==> src/design/rcp_pkg.sv <==
// Package of constants for the reset-cause and power-up timer block
package rcp_pkg;

    // ----------------------------------------------------------------
    // Clock and timing
    // ----------------------------------------------------------------
    localparam int unsigned CLK_PERIOD_PS = 4000;
    localparam int unsigned RC_PERIOD_NS = 32;
    localparam int unsigned RC_PERIOD_PS = RC_PERIOD_NS * 1000 * 1000;
    localparam int unsigned RC_TICK_CYCLES = RC_PERIOD_PS / CLK_PERIOD_PS / 1000 * 1000;
    localparam int unsigned POWER_UP_TIMER_BITS = 11;
    localparam int unsigned POWER_UP_TIMER_COUNTS = 2048;
    localparam int unsigned POWER_UP_TIMER_TOTAL_US = 65600;
    localparam int unsigned MASTER_CLEAR_N_FILT_NS = 200;
    localparam int unsigned MASTER_CLEAR_N_FILT_CYCLES = (MASTER_CLEAR_N_FILT_NS * 1000 + CLK_PERIOD_PS - 1)
        / CLK_PERIOD_PS;
    localparam int unsigned RST_HOLD_NS = 16;
    localparam int unsigned RST_HOLD_CYCLES = (RST_HOLD_NS * 1000 + CLK_PERIOD_PS - 1)
        / CLK_PERIOD_PS;
    localparam int unsigned CFG_W = 16;

    // ----------------------------------------------------------------
    // Register offsets
    // ----------------------------------------------------------------
    localparam logic [7:0] OFS_RESET_CAUSE = 8'h00;
    localparam logic [7:0] OFS_EVT_STATUS = 8'h04;
    localparam logic [7:0] OFS_EVT_CLEAR = 8'h08;
    localparam logic [7:0] OFS_EVT_ENABLE = 8'h0c;

    // ----------------------------------------------------------------
    // Reset cause register fields
    // ----------------------------------------------------------------
    localparam int unsigned BIT_INTERRUPT_PRIORITY_ENABLE = 7;
    localparam int unsigned BIT_UNUSED = 6;
    localparam int unsigned BIT_CM = 5;
    localparam int unsigned BIT_RI = 4;
    localparam int unsigned BIT_TO = 3;
    localparam int unsigned BIT_PD = 2;
    localparam int unsigned BIT_POR = 1;
    localparam int unsigned BIT_BOR = 0;
    localparam logic [7:0] RESET_CAUSE_RST = 8'h3c;
    localparam logic [7:0] RESET_CAUSE_SW_MASK = 8'hb3;

    // ----------------------------------------------------------------
    // Event status fields
    // ----------------------------------------------------------------
    localparam int unsigned EVT_W = 6;
    localparam int unsigned EVT_POR = 0;
    localparam int unsigned EVT_BOR = 1;
    localparam int unsigned EVT_MASTER_CLEAR_N = 2;
    localparam int unsigned EVT_CM = 3;
    localparam int unsigned EVT_RI = 4;
    localparam int unsigned EVT_WDT = 5;
    localparam logic [EVT_W-1:0] EVT_RST = 6'h00;

endpackage

==> src/design/rcp_timer_if.sv <==
// Interface between the reset controller and its power-up timer
`timescale 1ns/10ps
interface rcp_timer_if;
    logic tick;
    logic restart;
    logic busy;
    modport timer (input tick, input restart, output busy);
    modport ctrl (output tick, output restart, input busy);
endinterface

==> src/design/rcp_glitch_filter.sv <==
// Pulse filter for the synchronised master-clear level
`timescale 1ns/10ps
module rcp_glitch_filter
    import rcp_pkg::*;
(
    input wire logic core_clk_i,
    input wire logic nrst_i,
    input wire logic level_i,
    output logic level_o
);
    import rcp_pkg::*;

    logic [7:0] cnt_q;
    logic level_q;
    wire differs = level_i != level_q;
    wire settled = cnt_q == 8'(MASTER_CLEAR_N_FILT_CYCLES - 1);

    // ----------------------------------------------------------------
    // Accept a new level only after it held steady
    // ----------------------------------------------------------------
    always_ff @(posedge core_clk_i) begin
        if (!nrst_i) begin
            cnt_q <= 8'h00;
            level_q <= 1'b1;
        end else if (!differs) begin
            cnt_q <= 8'h00;
        end else if (settled) begin
            cnt_q <= 8'h00;
            level_q <= level_i;
        end else begin
            cnt_q <= cnt_q + 8'h01;
        end
    end

    assign level_o = level_q;

endmodule // rcp_glitch_filter

==> src/design/rcp_pwrup_timer.sv <==
// Power-up timer counting slow oscillator ticks
`timescale 1ns/10ps
module rcp_pwrup_timer
    import rcp_pkg::*;
(
    input wire logic core_clk_i,
    input wire logic nrst_i,
    rcp_timer_if.timer tif
);
    import rcp_pkg::*;

    logic [POWER_UP_TIMER_BITS-1:0] cnt_q;
    logic busy_q;
    wire last = cnt_q == POWER_UP_TIMER_BITS'(POWER_UP_TIMER_COUNTS - 1);

    // ----------------------------------------------------------------
    // Counter held at zero while restart is high
    // ----------------------------------------------------------------
    always_ff @(posedge core_clk_i) begin
        if (!nrst_i) begin
            cnt_q <= '0;
            busy_q <= 1'b1;
        end else if (tif.restart) begin
            cnt_q <= '0;
            busy_q <= 1'b1;
        end else if (busy_q && tif.tick) begin
            cnt_q <= cnt_q + POWER_UP_TIMER_BITS'(1);
            busy_q <= !last;
        end
    end

    assign tif.busy = busy_q;

endmodule // rcp_pwrup_timer

==> src/design/rcp_reset_ctrl.sv <==
// Reset source handling, reset-cause recording and power-up timing
//
// Implementation choices: the APB slave port and the address map.
`timescale 1ns/10ps
module rcp_reset_ctrl
    import rcp_pkg::*;
#(
    parameter int unsigned RC_TICK_CYCLES_P = rcp_pkg::RC_TICK_CYCLES
) (
    input wire logic core_clk_i,
    input wire logic nrst_i,
    // APB slave
    input wire logic psel_i,
    input wire logic penable_i,
    input wire logic pwrite_i,
    input wire logic [7:0] paddr_i,
    input wire logic [31:0] pwdata_i,
    input wire logic [3:0] pstrb_i,
    output logic [31:0] prdata_o,
    output logic pready_o,
    output logic pslverr_o,
    // Pins and analog detectors
    input wire logic master_clear_n_i,
    output logic master_clear_n_o,
    output logic master_clear_oe_o,
    input wire logic por_detect_i,
    input wire logic brownout_detect_i,
    input wire logic regulator_enable_pin_i,
    // Configuration words and shadows
    input wire logic [rcp_pkg::CFG_W-1:0] cfg_word_i,
    input wire logic [rcp_pkg::CFG_W-1:0] cfg_shadow_i,
    // Core events
    input wire logic reset_instr_i,
    input wire logic sleep_instr_i,
    input wire logic watchdog_clear_instr_i,
    input wire logic watchdog_timeout_i,
    input wire logic idle_or_sleep_i,
    // Outputs
    output logic sys_reset_o,
    output logic interrupt_priority_enable_o,
    output logic power_up_timer_busy_o,
    output logic irq_o
);
    import rcp_pkg::*;

    // ----------------------------------------------------------------
    // Pin synchronisers
    // ----------------------------------------------------------------
    localparam int unsigned SYNC_W = 4;
    localparam logic [SYNC_W-1:0] SYNC_RST = 4'h1;
    logic [SYNC_W-1:0] pins_raw;
    logic [SYNC_W-1:0] pins_s;
    assign pins_raw = {regulator_enable_pin_i, brownout_detect_i, por_detect_i,
                       master_clear_n_i};

    genvar gi;
    generate
        for (gi = 0; gi < SYNC_W; gi++) begin : g_sync
            logic meta_q;
            logic sync_q;
            always_ff @(posedge core_clk_i) begin
                if (!nrst_i) begin
                    meta_q <= SYNC_RST[gi];
                    sync_q <= SYNC_RST[gi];
                end else begin
                    meta_q <= pins_raw[gi];
                    sync_q <= meta_q;
                end
            end
            assign pins_s[gi] = sync_q;
        end
    endgenerate

    wire master_clear_n_n_s = pins_s[0];
    wire por_s = pins_s[1];
    wire bor_raw_s = pins_s[2];
    wire regulator_on_s = pins_s[3];

    // ----------------------------------------------------------------
    // Master-clear filtering
    // ----------------------------------------------------------------
    logic master_clear_n_n_f;
    rcp_glitch_filter u_filter (
        .core_clk_i(core_clk_i),
        .nrst_i(nrst_i),
        .level_i(master_clear_n_n_s),
        .level_o(master_clear_n_n_f)
    );

    assign master_clear_n_o = 1'b1;
    assign master_clear_oe_o = 1'b0;

    // ----------------------------------------------------------------
    // Source levels and edges
    // ----------------------------------------------------------------
    logic por_q;
    logic bor_q;
    logic master_clear_n_n_q;
    logic mismatch_q;

    wire bor_s = bor_raw_s && regulator_on_s;
    wire mismatch = cfg_word_i != ~cfg_shadow_i;

    wire por_evt = por_s && !por_q;
    wire bor_evt = bor_s && !bor_q;
    wire master_clear_n_evt = !master_clear_n_n_f && master_clear_n_n_q;
    wire cm_evt = mismatch && !mismatch_q;
    wire ri_evt = reset_instr_i;
    wire wdt_evt = watchdog_timeout_i;

    always_ff @(posedge core_clk_i) begin
        if (!nrst_i) begin
            por_q <= 1'b0;
            bor_q <= 1'b0;
            master_clear_n_n_q <= 1'b1;
            mismatch_q <= 1'b0;
        end else begin
            por_q <= por_s;
            bor_q <= bor_s;
            master_clear_n_n_q <= master_clear_n_n_f;
            mismatch_q <= mismatch;
        end
    end

    // ----------------------------------------------------------------
    // Slow oscillator tick divider
    // ----------------------------------------------------------------
    logic [13:0] div_q;
    wire div_wrap = div_q == 14'(RC_TICK_CYCLES_P - 1);

    always_ff @(posedge core_clk_i) begin
        if (!nrst_i) begin
            div_q <= 14'h0000;
        end else if (div_wrap) begin
            div_q <= 14'h0000;
        end else begin
            div_q <= div_q + 14'h0001;
        end
    end

    // ----------------------------------------------------------------
    // Power-up timer
    // ----------------------------------------------------------------
    rcp_timer_if tif ();
    assign tif.tick = div_wrap;
    // restart while power-on or brown-out holds
    assign tif.restart = por_s || bor_s;

    rcp_pwrup_timer u_timer (
        .core_clk_i(core_clk_i),
        .nrst_i(nrst_i),
        .tif(tif.timer)
    );

    // ----------------------------------------------------------------
    // Pulse stretch for one-shot reset sources
    // ----------------------------------------------------------------
    logic [2:0] hold_q;
    wire pulse_src = cm_evt || ri_evt || wdt_evt;

    always_ff @(posedge core_clk_i) begin
        if (!nrst_i) begin
            hold_q <= 3'h0;
        end else if (pulse_src) begin
            hold_q <= 3'(RST_HOLD_CYCLES);
        end else if (hold_q != 3'h0) begin
            hold_q <= hold_q - 3'h1;
        end
    end

    // ----------------------------------------------------------------
    // Internal reset
    // ----------------------------------------------------------------
    logic sys_reset_q;
    wire reset_any = por_s || bor_s || !master_clear_n_n_f || mismatch || pulse_src
        || hold_q != 3'h0 || tif.busy;

    always_ff @(posedge core_clk_i) begin
        if (!nrst_i) begin
            sys_reset_q <= 1'b1;
        end else begin
            sys_reset_q <= reset_any;
        end
    end

    assign sys_reset_o = sys_reset_q;
    assign power_up_timer_busy_o = tif.busy;

    // ----------------------------------------------------------------
    // APB decode
    // ----------------------------------------------------------------
    wire setup = psel_i && !penable_i;
    wire access = psel_i && penable_i;
    wire sel_cause = paddr_i == OFS_RESET_CAUSE;
    wire sel_status = paddr_i == OFS_EVT_STATUS;
    wire sel_clear = paddr_i == OFS_EVT_CLEAR;
    wire sel_enable = paddr_i == OFS_EVT_ENABLE;
    wire addr_hit = sel_cause || sel_status || sel_clear || sel_enable;
    wire wr_lo = access && pwrite_i && pstrb_i[0];
    wire wr_cause = wr_lo && sel_cause;
    wire wr_clear = wr_lo && sel_clear;
    wire wr_enable = wr_lo && sel_enable;

    assign pready_o = 1'b1;
    assign pslverr_o = access && !addr_hit;

    // ----------------------------------------------------------------
    // Reset cause register
    // ----------------------------------------------------------------
    logic [7:0] cause_q;
    logic [7:0] cause_d;

    always_comb begin
        cause_d = cause_q;
        if (wr_cause) begin
            cause_d = (cause_q & ~RESET_CAUSE_SW_MASK) | (pwdata_i[7:0] & RESET_CAUSE_SW_MASK);
        end
        if (watchdog_clear_instr_i) begin
            cause_d[BIT_TO] = 1'b1;
            cause_d[BIT_PD] = 1'b1;
        end
        if (sleep_instr_i) begin
            cause_d[BIT_TO] = 1'b1;
            cause_d[BIT_PD] = 1'b0;
        end
        if (master_clear_n_evt && idle_or_sleep_i) begin
            cause_d[BIT_TO] = 1'b1;
            cause_d[BIT_PD] = 1'b0;
        end
        if (wdt_evt) begin
            cause_d[BIT_TO] = 1'b0;
        end
        if (ri_evt) begin
            cause_d[BIT_RI] = 1'b0;
        end
        if (cm_evt) begin
            cause_d[BIT_CM] = 1'b0;
        end
        if (bor_evt) begin
            cause_d[BIT_RI] = 1'b1;
            cause_d[BIT_TO] = 1'b1;
            cause_d[BIT_PD] = 1'b1;
            cause_d[BIT_BOR] = 1'b0;
        end
        if (por_evt) begin
            cause_d[BIT_RI] = 1'b1;
            cause_d[BIT_TO] = 1'b1;
            cause_d[BIT_PD] = 1'b1;
            cause_d[BIT_POR] = 1'b0;
            cause_d[BIT_BOR] = 1'b0;
        end
        if (!regulator_on_s) begin
            cause_d[BIT_BOR] = 1'b0;
        end
        cause_d[BIT_UNUSED] = 1'b0;
    end

    always_ff @(posedge core_clk_i) begin
        if (!nrst_i) begin
            cause_q <= RESET_CAUSE_RST;
        end else begin
            cause_q <= cause_d;
        end
    end

    assign interrupt_priority_enable_o = cause_q[BIT_INTERRUPT_PRIORITY_ENABLE];

    // ----------------------------------------------------------------
    // Event status, enable and interrupt
    // ----------------------------------------------------------------
    logic [EVT_W-1:0] evt_q;
    logic [EVT_W-1:0] evt_en_q;
    logic [EVT_W-1:0] evt_set;
    logic [EVT_W-1:0] evt_clr;

    assign evt_set = {wdt_evt, ri_evt, cm_evt, master_clear_n_evt, bor_evt, por_evt};
    assign evt_clr = wr_clear ? pwdata_i[EVT_W-1:0] : EVT_RST;

    // Set wins over a clear in the same cycle
    always_ff @(posedge core_clk_i) begin
        if (!nrst_i) begin
            evt_q <= EVT_RST;
            evt_en_q <= EVT_RST;
        end else begin
            evt_q <= (evt_q & ~evt_clr) | evt_set;
            if (wr_enable) begin
                evt_en_q <= pwdata_i[EVT_W-1:0];
            end
        end
    end

    assign irq_o = |(evt_q & evt_en_q);

    // ----------------------------------------------------------------
    // Read data, captured in the setup phase
    // ----------------------------------------------------------------
    logic [31:0] rdata_q;
    logic [31:0] rdata_d;

    assign rdata_d = sel_cause ? {24'h000000, cause_q} :
                     sel_status ? {26'h0000000, evt_q} :
                     sel_enable ? {26'h0000000, evt_en_q} : 32'h00000000;

    always_ff @(posedge core_clk_i) begin
        if (!nrst_i) begin
            rdata_q <= 32'h00000000;
        end else if (setup && !pwrite_i) begin
            rdata_q <= rdata_d;
        end
    end

    assign prdata_o = rdata_q;

endmodule // rcp_reset_ctrl

==> config.mk <==
export PLATFORM = sky130hd
export DESIGN_NAME = rcp_reset_ctrl
export DESIGN_NICKNAME = d
export VERILOG_FILES = /design/src/design/rcp_pkg.sv /design/src/design/rcp_timer_if.sv /design/src/design/rcp_glitch_filter.sv /design/src/design/rcp_pwrup_timer.sv /design/src/design/rcp_reset_ctrl.sv
export SDC_FILE = /design/constraint.sdc
export NUM_CORES = 1
export LEC_CHECK = 0
export ABC_AREA = 1
export BUFFER_PORTS_ARGS = -buffer_cell sky130_fd_sc_hd__buf_2
export CORE_ASPECT_RATIO = 0.9
export CORE_MARGIN = 1
export CORE_UTILIZATION = 30
export DETAILED_ROUTE_END_ITERATION = 16
export PLACE_DENSITY_LB_ADDON = 0.15
export SLEW_MARGIN = 25
export SYNTH_ARGS = -nofsm -noshare
export SYNTH_HDL_FRONTEND = slang
export SYNTH_SLANG_ARGS = --single-unit
==> constraint.sdc <==
create_clock -name core_clk_i -period 1.7 [get_ports core_clk_i]
set_clock_uncertainty 0.05 [all_clocks]
set_input_delay 0.17 -clock core_clk_i [delete_from_list [all_inputs] [get_ports core_clk_i]]
set_output_delay 0.17 -clock core_clk_i [all_outputs]
set_load 0.03 [all_outputs]
# --- After elaboration in Yosys (flattened, before gate mapping) ---
# Index checks and enable logic that the tools add are counted.
totals:
  reg_bits: 102
  elab_cells: 115
  out_inout_bits: 40
  inputBits: 90
op_classes:
  n_reduce_logical: 51
  bitwise_logic: 9
  eq_ne: 8
  muxes: 13
  n_addsub: 4
op_table:
  columns: ["op", "count"]
  rows:
  - ["$mux W6", 4]
  - ["$eq A8 B4 Y1 const B", 2]
  - ["$logic_and A1 B1 Y1", 16]
  - ["$ne A16 B16 Y1", 1]
  - ["$not A16 Y16", 1]
  - ["$add A14 B1 Y14 const B", 1]
  - ["$eq A14 B13 Y1 const B", 1]
  - ["$and A6 B6 Y6", 2]
  - ["$add A11 B1 Y11 const B", 1]
  - ["$eq A11 B11 Y1 const B", 1]
  - ["$logic_or A1 B1 Y1", 11]
  - ["$add A8 B1 Y8 const B", 1]
  - ["$eq A8 B3 Y1 const B", 1]
  - ["$eq A8 B6 Y1 const B", 1]
  - ["$logic_not A1 Y1", 8]
  - ["$logic_not A8 Y1", 1]
  - ["$mux W8", 1]
  - ["$or A4 B8 Y8", 1]
  - ["$reduce_or A2 Y1", 4]
  - ["$mux W2", 3]
  - ["$mux W3", 2]
  - ["$not A6 Y6", 1]
  - ["$or A6 B6 Y6", 1]
  - ["$reduce_bool A2 Y1", 3]
  - ["other kinds (11)", 16]

# --- Depth between registers and ports, before layout ---
# Gate-level depths: netlist (run 1).
logic_depth:
  word_depth: 9
  ltp_mapped: 11
  depth_no_buf: 11

# --- Cells and area by module ---
# Synthesis (run 1) repeated with hierarchy kept, for this count alone.
unflattened:
  cells_unflattened: 603
  area_unflattened_um2: 4052.6
by_module_without_submodules:
  columns: ["mod", "n_inst", "cells_per_inst", "area_per_inst_um2"]
  rows:
  - ["rcp_reset_ctrl", 1, 435, 2940.3]
  - ["rcp_pwrup_timer", 1, 94, 625.6]
  - ["rcp_glitch_filter", 1, 74, 486.7]

# --- Worst setup path after synthesis (run 1) ---
# OpenSTA, ideal clock, no wires.
synth_path:
  kind: "input to output"
  from: "input port paddr_i[7]"
  to: "output port pslverr_o"
  path_slack_ns: 0.203
  n_path_buf: 0
  arrival_time_ns: 1.277
  cell_stages: 6
  t_required_ns: 1.480
  cell_sequence: "nor2_1 nand2_2 clkinv_2 nand4_2 inv_2 nor3_1"
synth_via:
  elab_chain_len: 6
  word_cells_on_any_way: 9
  cone_classes: "eq/ne: 3; reduce/logical: 6"
synth_lines:
  columns: ["item", "line_no", "rtl"]
  rows:
  - ["from (decl)", "rcp_reset_ctrl.sv:16", "input wire logic [7:0] paddr_i,"]
  - ["$eq A8 B3 Y1 or $logic_not A8 Y1 (tied branches)", "rcp_reset_ctrl.sv:195, rcp_reset_ctrl.sv:194", null]
  - ["$logic_or A1 B1 Y1 (2 in series)", "rcp_reset_ctrl.sv:198", "wire addr_hit = sel_cause || sel_status || sel_clear || sel_enable;"]
  - ["$logic_or A1 B1 Y1 *", "rcp_reset_ctrl.sv:198", null]
  - ["$logic_not A1 Y1 *", "rcp_reset_ctrl.sv:205", "assign pslverr_o = access && !addr_hit;"]
  - ["$logic_and A1 B1 Y1 *", "rcp_reset_ctrl.sv:205", null]
  - ["to (decl)", "rcp_reset_ctrl.sv:21", "output logic pslverr_o,"]
# Every way passes the cells marked *; elsewhere a longest branch is shown, timed or not.

# --- Worst setup path in the final report (run 1) ---
layout_path:
  from: "register div_q[1]"
  to: "register u_timer.cnt_q[2]"
layout_via:
  elab_chain_len: 2
layout_lines:
  columns: ["item", "line_no", "rtl"]
  rows:
  - ["from (decl)", "rcp_reset_ctrl.sv:128", "logic [13:0] div_q;"]
  - ["from (signal assigned)", "rcp_reset_ctrl.sv:137", "div_q <= div_q + 14'h0001;"]
  - ["$eq A14 B13 Y1", "rcp_reset_ctrl.sv:129", "wire div_wrap = div_q == 14'(RC_TICK_CYCLES_P - 1);"]
  - ["$logic_and A1 B1 Y1", "rcp_pwrup_timer.sv:26", "end else if (busy_q && tif.tick) begin"]
  - ["to (signal assigned)", "rcp_pwrup_timer.sv:27", "cnt_q <= cnt_q + POWER_UP_TIMER_BITS'(1);"]
  - ["to (decl)", "rcp_pwrup_timer.sv:12", "logic [POWER_UP_TIMER_BITS-1:0] cnt_q;"]
# Every way passes these cells.
# A chain may end at the register's enable or synchronous reset.

==> metrics.txt, run 1 <==
status finished, final reports clean; Clk Latency, worst-skew pair 330 ps; reg2reg end u_timer.cnt_q[2]; CP cell instances ha_2, nand3_4, nor4_4, nand3_2, buf_6, o21ai_1, nor2_1; WHS Endpoint cause_q[3]; 1st-iter DRT viols 116; Synth-to-Final Area Change 22.7%; mapped cell area 3990 µm²; Detailed Route WL 8.52 mm; Reg clk slew, reported paths 60 ps; Hold WS 36.1 ps; Hold Path Class primary input to flop; hold path cells 2; FP Rows 39; area of the core 12800 µm²; most used flip-flop cell after synthesis dfxtp_1; fmax 645 MHz; Tcrit/Tclk final 0.913; final net count 760; crit path launch type flop; CP Buf/Inv Count 1; unique cell type count in the Yosys netlist 40; ys async rst share 0; Num CTS Buffers 9; final hold vios 0; clock power share 0.482; CTS root buffer clkbuf_16; sequential share of the synthesized area 0.386; Die H 111 µm; GRT overflow 0; DPL Wire Length 6.65 mm; Seq cells post-synth 77; TritonCTS clock tree yes; Setup-failing EPs final 0; number of diodes 0; first-pass GRT wire length 14.7 mm; Sw Share 0.237; Power, Total 4.41 mW; Fill cells 1338; # Max-Cap Violations 0; Arr. time, crit path 1730 ps; post-route minimum period 1550 ps; Gate power share 0.094; largest net degree at the start of global routing 15; total clock sinks 77; H-tree Lvls 3; cells after synthesis 572; post-DR vias/cell 4.25; commonest non-fill, non-tap cell in the layout nand2_1; Crit. End Element flop; layout cell share with drive strength beyond 1 0.205; sw power 1.04 mW; Worst EP required 1880 ps; RR Startpoint div_q[1]; Die Area 13800 µm²; Int Power 3.36 mW; Setup TNS 0 ps; Power Dens Cells 900 nW/µm²; Initial Util 0.311; PortBufs 73; Avg Cell Area, Syn 6.98 µm²; worst r2r path cells 7; detailed-router iteration count before antenna repair 4; Leakage 2.36 nW; Max VDD drop 0.464 mV; CP delay by family, top simple AND/OR/NAND/NOR gates; most frequent cells in the layout nand2_1, inv_1, dfxtp_1, buf_2, a21oi_1; number of global-route vias before repair 3352; Max clock buf depth 2; Overall Global Routing Usage 0.134; antenna viol nets, final 0; Reg2Reg Setup Slack 150 ps; Remaining DRCs 0; vias after detailed routing 3535; CP peak stage delay 330 ps; initial antenna violation count 0; CP max FO 5; CP max-delay cell dfxtp_1; Post-synth EDFFs 0; hold_sp watchdog_timeout_i; RePlAce Congestion 0.794; # IOs 130; die width 124 µm; Finished Layout Cells 832; Yosys warning count 0; Routed WL per cell 10.2 µm; # placed instances 811; Slew Limit Fails 0; WS Path Type flop to flop; register share of total power 0.425
-- final cells by class --
class                   instances  area [µm²]  share of cell area
well taps                     164         205              0.0419
multi-input cells             386        1930               0.394
clock inverters                 5        81.3              0.0166
repair buffers                 91         514               0.105
inverters                      98         372              0.0759
flip-flops and latches         77        1540               0.315
clock buffers                  11         253              0.0516
-- per-stage QoR --
step | instance area [µm²] | utilization | setup WS, ps
2_1_floorplan | 4090 | - | 203
3_3_place_gp | 4490 | 0.350 | 192
3_5_place_dp | 4490 | 0.350 | 176
4_1_cts | 4870 | 0.379 | 72.6
5_1_grt | 4900 | 0.382 | -2.05
6_report | 4900 | 0.382 | 149
-- routing by layer --
metal	global-route usage	vias to the layer above	wire length (µm)
li1	-	1921	-
met1	0.174	1521	4170
met2	0.213	80	3820
met3	0.0251	13	383
met4	0.0594	0	153
met5	0	-	0
-- worst register-to-register path: stages (launching register included) --
cell	delay, ps
dfxtp_1	330
ha_2	210
nand3_4	90
nor4_4	270
nand3_2	160
buf_6	160
o21ai_1	110
nor2_1	60
-- timing repair --
action	in CTS	in global routing
setup buffers	0	1
setup endpoints to repair	0	6
hold buffers	4	0
endpoints found under the hold margin	4	0
resized for setup	0	6
-- cells in the mapped netlist, drive strengths merged, types with 2 or more instances --
cell type	n	area (µm²)
xnor2	2	17.5
dfxtp	77	1540
ha	7	87.6
nand3	26	163
a21oi	46	230
xor2	10	87.6
a31oi	6	37.5
clkbuf	4	15.0
o21ai	31	155
nor2	48	193
nand2	148	566
or2	4	25.0
inv	97	364
nor3	14	114
nand4	7	50.1
conb	2	7.51
buf	33	249
-- kinds of logic after synthesis --
family          after synthesis  synth area share
simple gates                251             0.288
buf+inv                     135             0.159
compound gates               88             0.116
flops                        77             0.386
xor+xnor                     12            0.0263
fa+ha+maj                     7            0.0219
other cells                   2           0.00188
-- how the worst max path moves through the flow --
| stage | from | endpoint | depth (start not counted) | slack [ps] |
|---|---|---|---|---|
| after floorplan | paddr_i[7] | pslverr_o | 6 | 200 |
| after global placement | div_q[0] | u_timer.cnt_q[6] | 8 | 190 |
| after detailed placement | div_q[0] | u_timer.cnt_q[5] | 7 | 180 |
| after CTS | evt_q[5] | irq_o | 5 | 70 |
| after global routing | div_q[1] | u_timer.cnt_q[6] | 8 | -2 |
| final | div_q[1] | u_timer.cnt_q[2] | 7 | 150 |
-- power groups by stage --
stage               Combinational, mW  Sequential, mW  Clock, mW
floorplan                       0.295            1.92          0
global placement                0.400            1.91          0
detailed placement              0.406            1.91          0
CTS                             0.414            1.87       2.18
global route                    0.469            1.87       2.25
finish                          0.413            1.87       2.12
-- flip-flops by register name, summed over array words and instances, names as in the netlist, 3 cells and up --
register	cells
evt_en_q	6
u_timer.cnt_q	11
g_sync.sync_q	3
hold_q	3
prdata_o	7
cause_q	7
div_q	14
g_sync.meta_q	4
u_filter.cnt_q	8
evt_q	6
No activity file was read; power rests on OpenSTA's default activity.
==> inputs of run 2 (changes only) <==
- CORE_MARGIN: 1 -> 3
- CTS_BUF_LIST: default -> sky130_fd_sc_hd__clkbuf_16
==> run 2 against run 1 <==
  * First-iteration DRC count up 42%
  * Hold slack better by 3.1 ps
  * Via count up 0.76%
  * Worst setup slack worse by 20 ps
  * Global-route usage down 1.3 points
==> metrics.txt, run 2 (synthesized netlist as in run 1, its figures left out) <==
status finished, final reports clean; Overall Global Routing Usage 0.121 (-0.0127); Hold WS 39.2 ps (+3.11 ps); Initial Util 0.311 (unchanged); number of global-route vias before repair 3306 (-1.4%); layout cell share with drive strength beyond 1 0.208 (+0.00299); area of the core 12800 µm² (unchanged); number of diodes 0 (unchanged); total clock sinks 77 (unchanged); initial antenna violation count 0 (unchanged); # Max-Cap Violations 0 (unchanged); Routed WL per cell 10.5 µm (+3.0%); post-route minimum period 1570 ps (+19.6 ps); CTS root buffer clkbuf_16; TritonCTS clock tree yes; Num CTS Buffers 9 (unchanged); hold_sp watchdog_timeout_i; Hold Path Class primary input to flop; Finished Layout Cells 832 (unchanged); crit path launch type flop; Max clock buf depth 2 (unchanged); largest net degree at the start of global routing 28 (+13); WHS Endpoint cause_q[3]; hold path cells 2 (unchanged); CP startpoint div_q[1]; fmax 637 MHz (-1.2%); CP max FO 4 (-1); Max VDD drop 0.456 mV (-1.7%); Worst EP required 1880 ps (about the same); final net count 760 (unchanged); PortBufs 73 (unchanged); largest reg by FF count div_q; worst r2r path cells 7 (unchanged); reg2reg end u_timer.cnt_q[2]; Finished Cell Area 4880 µm² (-0.38%); Storage cell area 1540 µm² (about the same); Reg2Reg Setup Slack 130 ps (-20 ps); final hold vios 0 (unchanged); vias after detailed routing 3562 (+0.76%); Arr. time, crit path 1750 ps (+20 ps); RR Startpoint div_q[1]; placed cell area 4500 µm² (+0.17%); detailed-router iteration count before antenna repair 4 (unchanged); FP Rows 39 (unchanged); Detailed Route WL 8.78 mm (+3.0%); commonest non-fill, non-tap cell in the layout nand2_1; 1st-iter DRT viols 165 (+42%); Slew Limit Fails 0 (unchanged); RePlAce Congestion 0.827 (+4.2%); # placed instances 812 (+0.12%); WS Path Type flop to flop; Crit. End Element flop; max FFs per register 14 (unchanged); GRT overflow 0 (unchanged); Setup-failing EPs final 0 (unchanged); Multi-input gate area 1940 µm² (+0.65%); Fill cells 1338 (unchanged); Setup Fix Bufs, Post-CTS 0 (unchanged); most frequent cells in the layout nand2_1, inv_1, dfxtp_1, buf_2, a21oi_1; Remaining DRCs 0 (unchanged); Synth-to-Final Area Change 22.3%; Die H 115 µm (+3.6%); H-tree Lvls 3 (unchanged); Reg clk slew, reported paths 60 ps (about the same); antenna viol nets, final 0 (unchanged); Die Area 14700 µm² (+6.9%); Tcrit/Tclk final 0.924 (+0.0115); die width 128 µm (+3.2%); # IOs 130 (unchanged); Largest regs div_q x14, u_timer.cnt_q x11, u_filter.cnt_q x8; post-DR vias/cell 4.28 (+0.76%); Power, Total 4.19 mW (-4.8%); Power Dens Cells 859 nW/µm² (-4.5%); Clk Latency, worst-skew pair 330 ps (about the same); Leakage 2.34 nW (-0.87%); DPL Wire Length 6.85 mm (+3.0%); first-pass GRT wire length 14.5 mm (-1.1%)
[run 2: cell count changes in the layout (fill, tap and decap cells not counted)]
cell	previous run	this run
clkinvlp_4	1	2
dfxtp_2	1	2
ha_2	1	0
nor2_1	45	44
inv_6	1	0
ha_4	0	1
clkinv_4	0	3
nor2_2	2	3
bufinv_16	2	1
dfxtp_1	76	75
clkbuf_8	2	0
[run 2: layout make-up]
class | count | share of cell area
clock buffers | 9 | 0.0462
clock inverters | 7 | 0.0156
inverters | 98 | 0.0762
multi-input cells | 386 | 0.398
flip-flops and latches | 77 | 0.316
well taps | 164 | 0.0421
repair buffers | 91 | 0.105
[run 2: layer usage]
layer,vias up,global-route usage,part of all wire
met5,-,0,0
met4,0,0.0307,0.011
met3,8,0.0369,0.051
met2,77,0.191,0.45
met1,1554,0.163,0.49
li1,1923,-,-
[run 2: power breakdown]
| part | total [mW] | internal, mW | switching, mW |
|---|---|---|---|
| Sequential | 1.87 | 1.85 | 0.0264 |
| Combinational | 0.416 | 0.147 | 0.269 |
| Clock | 1.90 | 1.14 | 0.761 |
| Total | 4.19 | 3.13 | 1.06 |
[run 2: how the worst max path moves through the flow]
stage	end	depth (start not counted)
6_report	u_timer.cnt_q[2]	7
5_1_grt	u_timer.cnt_q[6]	8
4_1_cts	irq_o	5
3_5_place_dp	u_timer.cnt_q[6]	8
3_3_place_gp	u_timer.cnt_q[6]	8
2_1_floorplan	pslverr_o	6
[run 2: critical path: stages, from the launching register on]
cell and delay [ps]:
dfxtp_2 350, ha_4 160, nand3_4 90, nor4_4 280, nand3_2 200, buf_6 170, o21ai_1 110, nor2_1 50
[run 2: per-stage QoR]
stage / TNS [ps] / setup WS [ps] / utilization
after detailed placement: 0 / 138 / 0.351
after global routing: -2.19 / -2.19 / 0.380
final: 0 / 129 / 0.380
after floorplan: 0 / 203 / -
after CTS: 0 / 43.1 / 0.377
after global placement: 0 / 142 / 0.351
[run 2: what timing repair did]
action	4_1_cts	5_1_grt
endpoints found under the hold margin	4	0
resized for setup	0	9
hold buffers	4	0
setup endpoints to repair	0	7
==> inputs of run 3 (changes only) <==
- CORE_UTILIZATION: 30 -> 43
- SYNTH_HIERARCHICAL: default -> 1
==> run 3 against run 2 <==
  * Fmax barely moved
  * Cell area rose by 1.6%
  * Largest cell class unchanged
  * Combinational power barely moved
==> metrics.txt, run 3 <==
status finished, final reports clean; Tcrit/Tclk final 0.925 (about the same); count leader, synth nand2_1; post-route minimum period 1570 ps (+1.57 ps); cells after synthesis 603 (+5.4%); commonest non-fill, non-tap cell in the layout nand2_1; CP peak stage delay 300 ps (-50 ps); post-DR vias/cell 4.52 (+5.7%); met1 Track Usage GR 0.213 (+0.0500); Area contributors post-synth dfxtp_1, nand2_1, inv_1, nor2_1, buf_4; # Max-Cap Violations 0 (unchanged); Hold Path Class primary input to flop; number of diodes 0 (unchanged); Synth top area share 0.380 (-0.00596); Worst EP required 1930 ps (+50 ps); # IOs 130 (unchanged); final hold vios 0 (unchanged); Num CTS Buffers 9 (unchanged); mapped cell area 4050 µm² (+1.6%); Max VDD drop 0.511 mV (+12%); Detailed Route WL 8.62 mm (-1.8%); Finished Layout Cells 825 (-0.84%); hold path cells 2 (unchanged); GRT busiest layer met2; Largest regs div_q x14, u_timer/cnt_q x11, u_filter/cnt_q x8; placed cell area 4560 µm² (+1.4%); ys async rst share 0 (unchanged); Finished Cell Area 4950 µm² (+1.6%); Leakage 2.43 nW (+4.2%); leading area contributor after synthesis dfxtp_1; max FFs per register 14 (unchanged); CP max FO 8 (+4); area of the core 8850 µm² (-31%); die width 108 µm (-15%); Die H 98.1 µm (-15%); CP cell instances inv_1, nand2_1, nor2_2, nand2_2, nor2_4, nand3_2, nor2_4, nand3_2, nand2_1, inv_1, nor2_1; routing usage on met2 0.269 (+0.0778); total clock sinks 77 (unchanged); vias after detailed routing 3733 (+4.8%); largest reg by FF count div_q; Arr. time, crit path 1800 ps (+50 ps); synth cell count leaders nand2_1, inv_1, dfxtp_1; final cell utilization of the core 0.560 (+0.180); detailed-router iteration count before antenna repair 4 (unchanged); Setup Fix Bufs, Post-CTS 0 (unchanged); initial antenna violation count 0 (unchanged); Routed WL per cell 10.5 µm (-0.93%); final worst slack 128 ps (-1.57 ps); CP max-delay cell dfxtp_1; crit path launch type flop; Max clock buf depth 2 (unchanged); Overall Global Routing Usage 0.165 (+0.0444); dpl ws -12.6 ps (-151 ps); largest net degree at the start of global routing 20 (-29%); Power, Total 4.30 mW (+2.5%); Yosys warning count 6 (+6); RePlAce Congestion 0.904 (+9.3%); Remaining DRCs 0 (unchanged); Clk Latency, worst-skew pair 330 ps (about the same); PortBufs 73 (unchanged); most frequent cells in the layout nand2_1, inv_1, dfxtp_1, buf_2, nor2_1; Setup-failing EPs final 0 (unchanged); Avg Cell Area, Syn 6.72 µm² (-3.7%); 1st-iter DRT viols 112 (-32%); FP Rows 32 (-18%); sequential share of the synthesized area 0.380 (-0.00596); WS Path Type flop to flop; most used flip-flop cell after synthesis dfxtp_1; Die Area 10600 µm² (-28%); layout cell share with drive strength beyond 1 0.211 (+0.00296); number of global-route vias before repair 3308 (+0.060%); Reg clk slew, reported paths 60 ps (about the same); Post-synth EDFFs 0 (unchanged); Initial Util 0.458 (+0.147); final net count 798 (+5.0%); # placed instances 805 (-0.86%); DPL Wire Length 6.82 mm (-0.36%); Synth-to-Final Area Change 22.3% (about the same); TritonCTS clock tree yes; H-tree Lvls 3 (unchanged); GRT overflow 0 (unchanged); first-pass GRT wire length 14.3 mm (-1.7%); Seq cells post-synth 77 (unchanged); antenna viol nets, final 0 (unchanged); unique cell type count in the Yosys netlist 36 (-10%); met3 GRT Util 0.0443 (+0.00742); Power Dens Cells 868 nW/µm² (+0.96%); worst r2r path cells 11 (+4); Crit. End Element flop; fmax 636 MHz (about the same); Slew Limit Fails 0 (unchanged); CTS root buffer clkbuf_16
[run 3: routing by layer]
layer	vias up	wire (µm)
met4	0	89
met3	8	563
met2	91	3940
li1	2034	-
met5	-	0
met1	1600	4020
[run 3: critical path, delay by kind of cell (launching register included)]
kind                   cells  cell delay (ps)
DFF                        1              300
buffers and inverters      2              130
and+or+nand+nor            9             1040
[run 3: final cells by class]
class | instances | area [µm²]
Fill cell | 893 | 3890
Multi-Input combinational cell | 419 | 2030
Sequential cell | 77 | 1540
Timing Repair Buffer | 96 | 548
Inverter | 98 | 373
Clock buffer | 9 | 225
Tap cell | 119 | 149
Clock inverter | 7 | 90.1
[run 3: logic make-up after synthesis]
kind of cell | synth area share
and+or+nand+nor | 0.334
adders and majority gates | 0.0216
DFF | 0.380
buffers and inverters | 0.152
xor gates and xnor gates | 0.0108
other | 0.00185
AOI/OAI and AO/OA | 0.0991
[run 3: what timing repair did]
item / CTS / global route
hold buffers: 4 / 0
hold endpoints to repair: 4 / 0
resized for setup: 1 / 11
setup endpoints to repair: 3 / 10
pin swaps: 0 / 3
[run 3: final timing paths]
check / slack (ps) / from / end
worst max-delay path: 130 / div_q[13] / u_timer/cnt_q[9]
worst min-delay path: 30 / watchdog_timeout_i / cause_q[3]
worst max register to register: 130 / div_q[13] / u_timer/cnt_q[9]
worst min register to register: 360 / g_sync[1].meta_q / g_sync[1].sync_q
[run 3: per-stage QoR]
| step | hold slack (ps) | TNS, ps |
|---|---|---|
| 6_report | 34.1 | 0 |
| 5_1_grt | 66.4 | -34.7 |
| 4_1_cts | 24.5 | 0 |
| 3_5_place_dp | 306 | -12.6 |
| 3_3_place_gp | 310 | 0 |
| 2_1_floorplan | 205 | 0 |
[run 3: power breakdown]
| group | internal, mW | switching (mW) | leakage (nW) |
|---|---|---|---|
| Combinational | 0.146 | 0.270 | 1.65 |
| Sequential | 1.85 | 0.0240 | 0.628 |
| Clock | 1.28 | 0.735 | 0.153 |
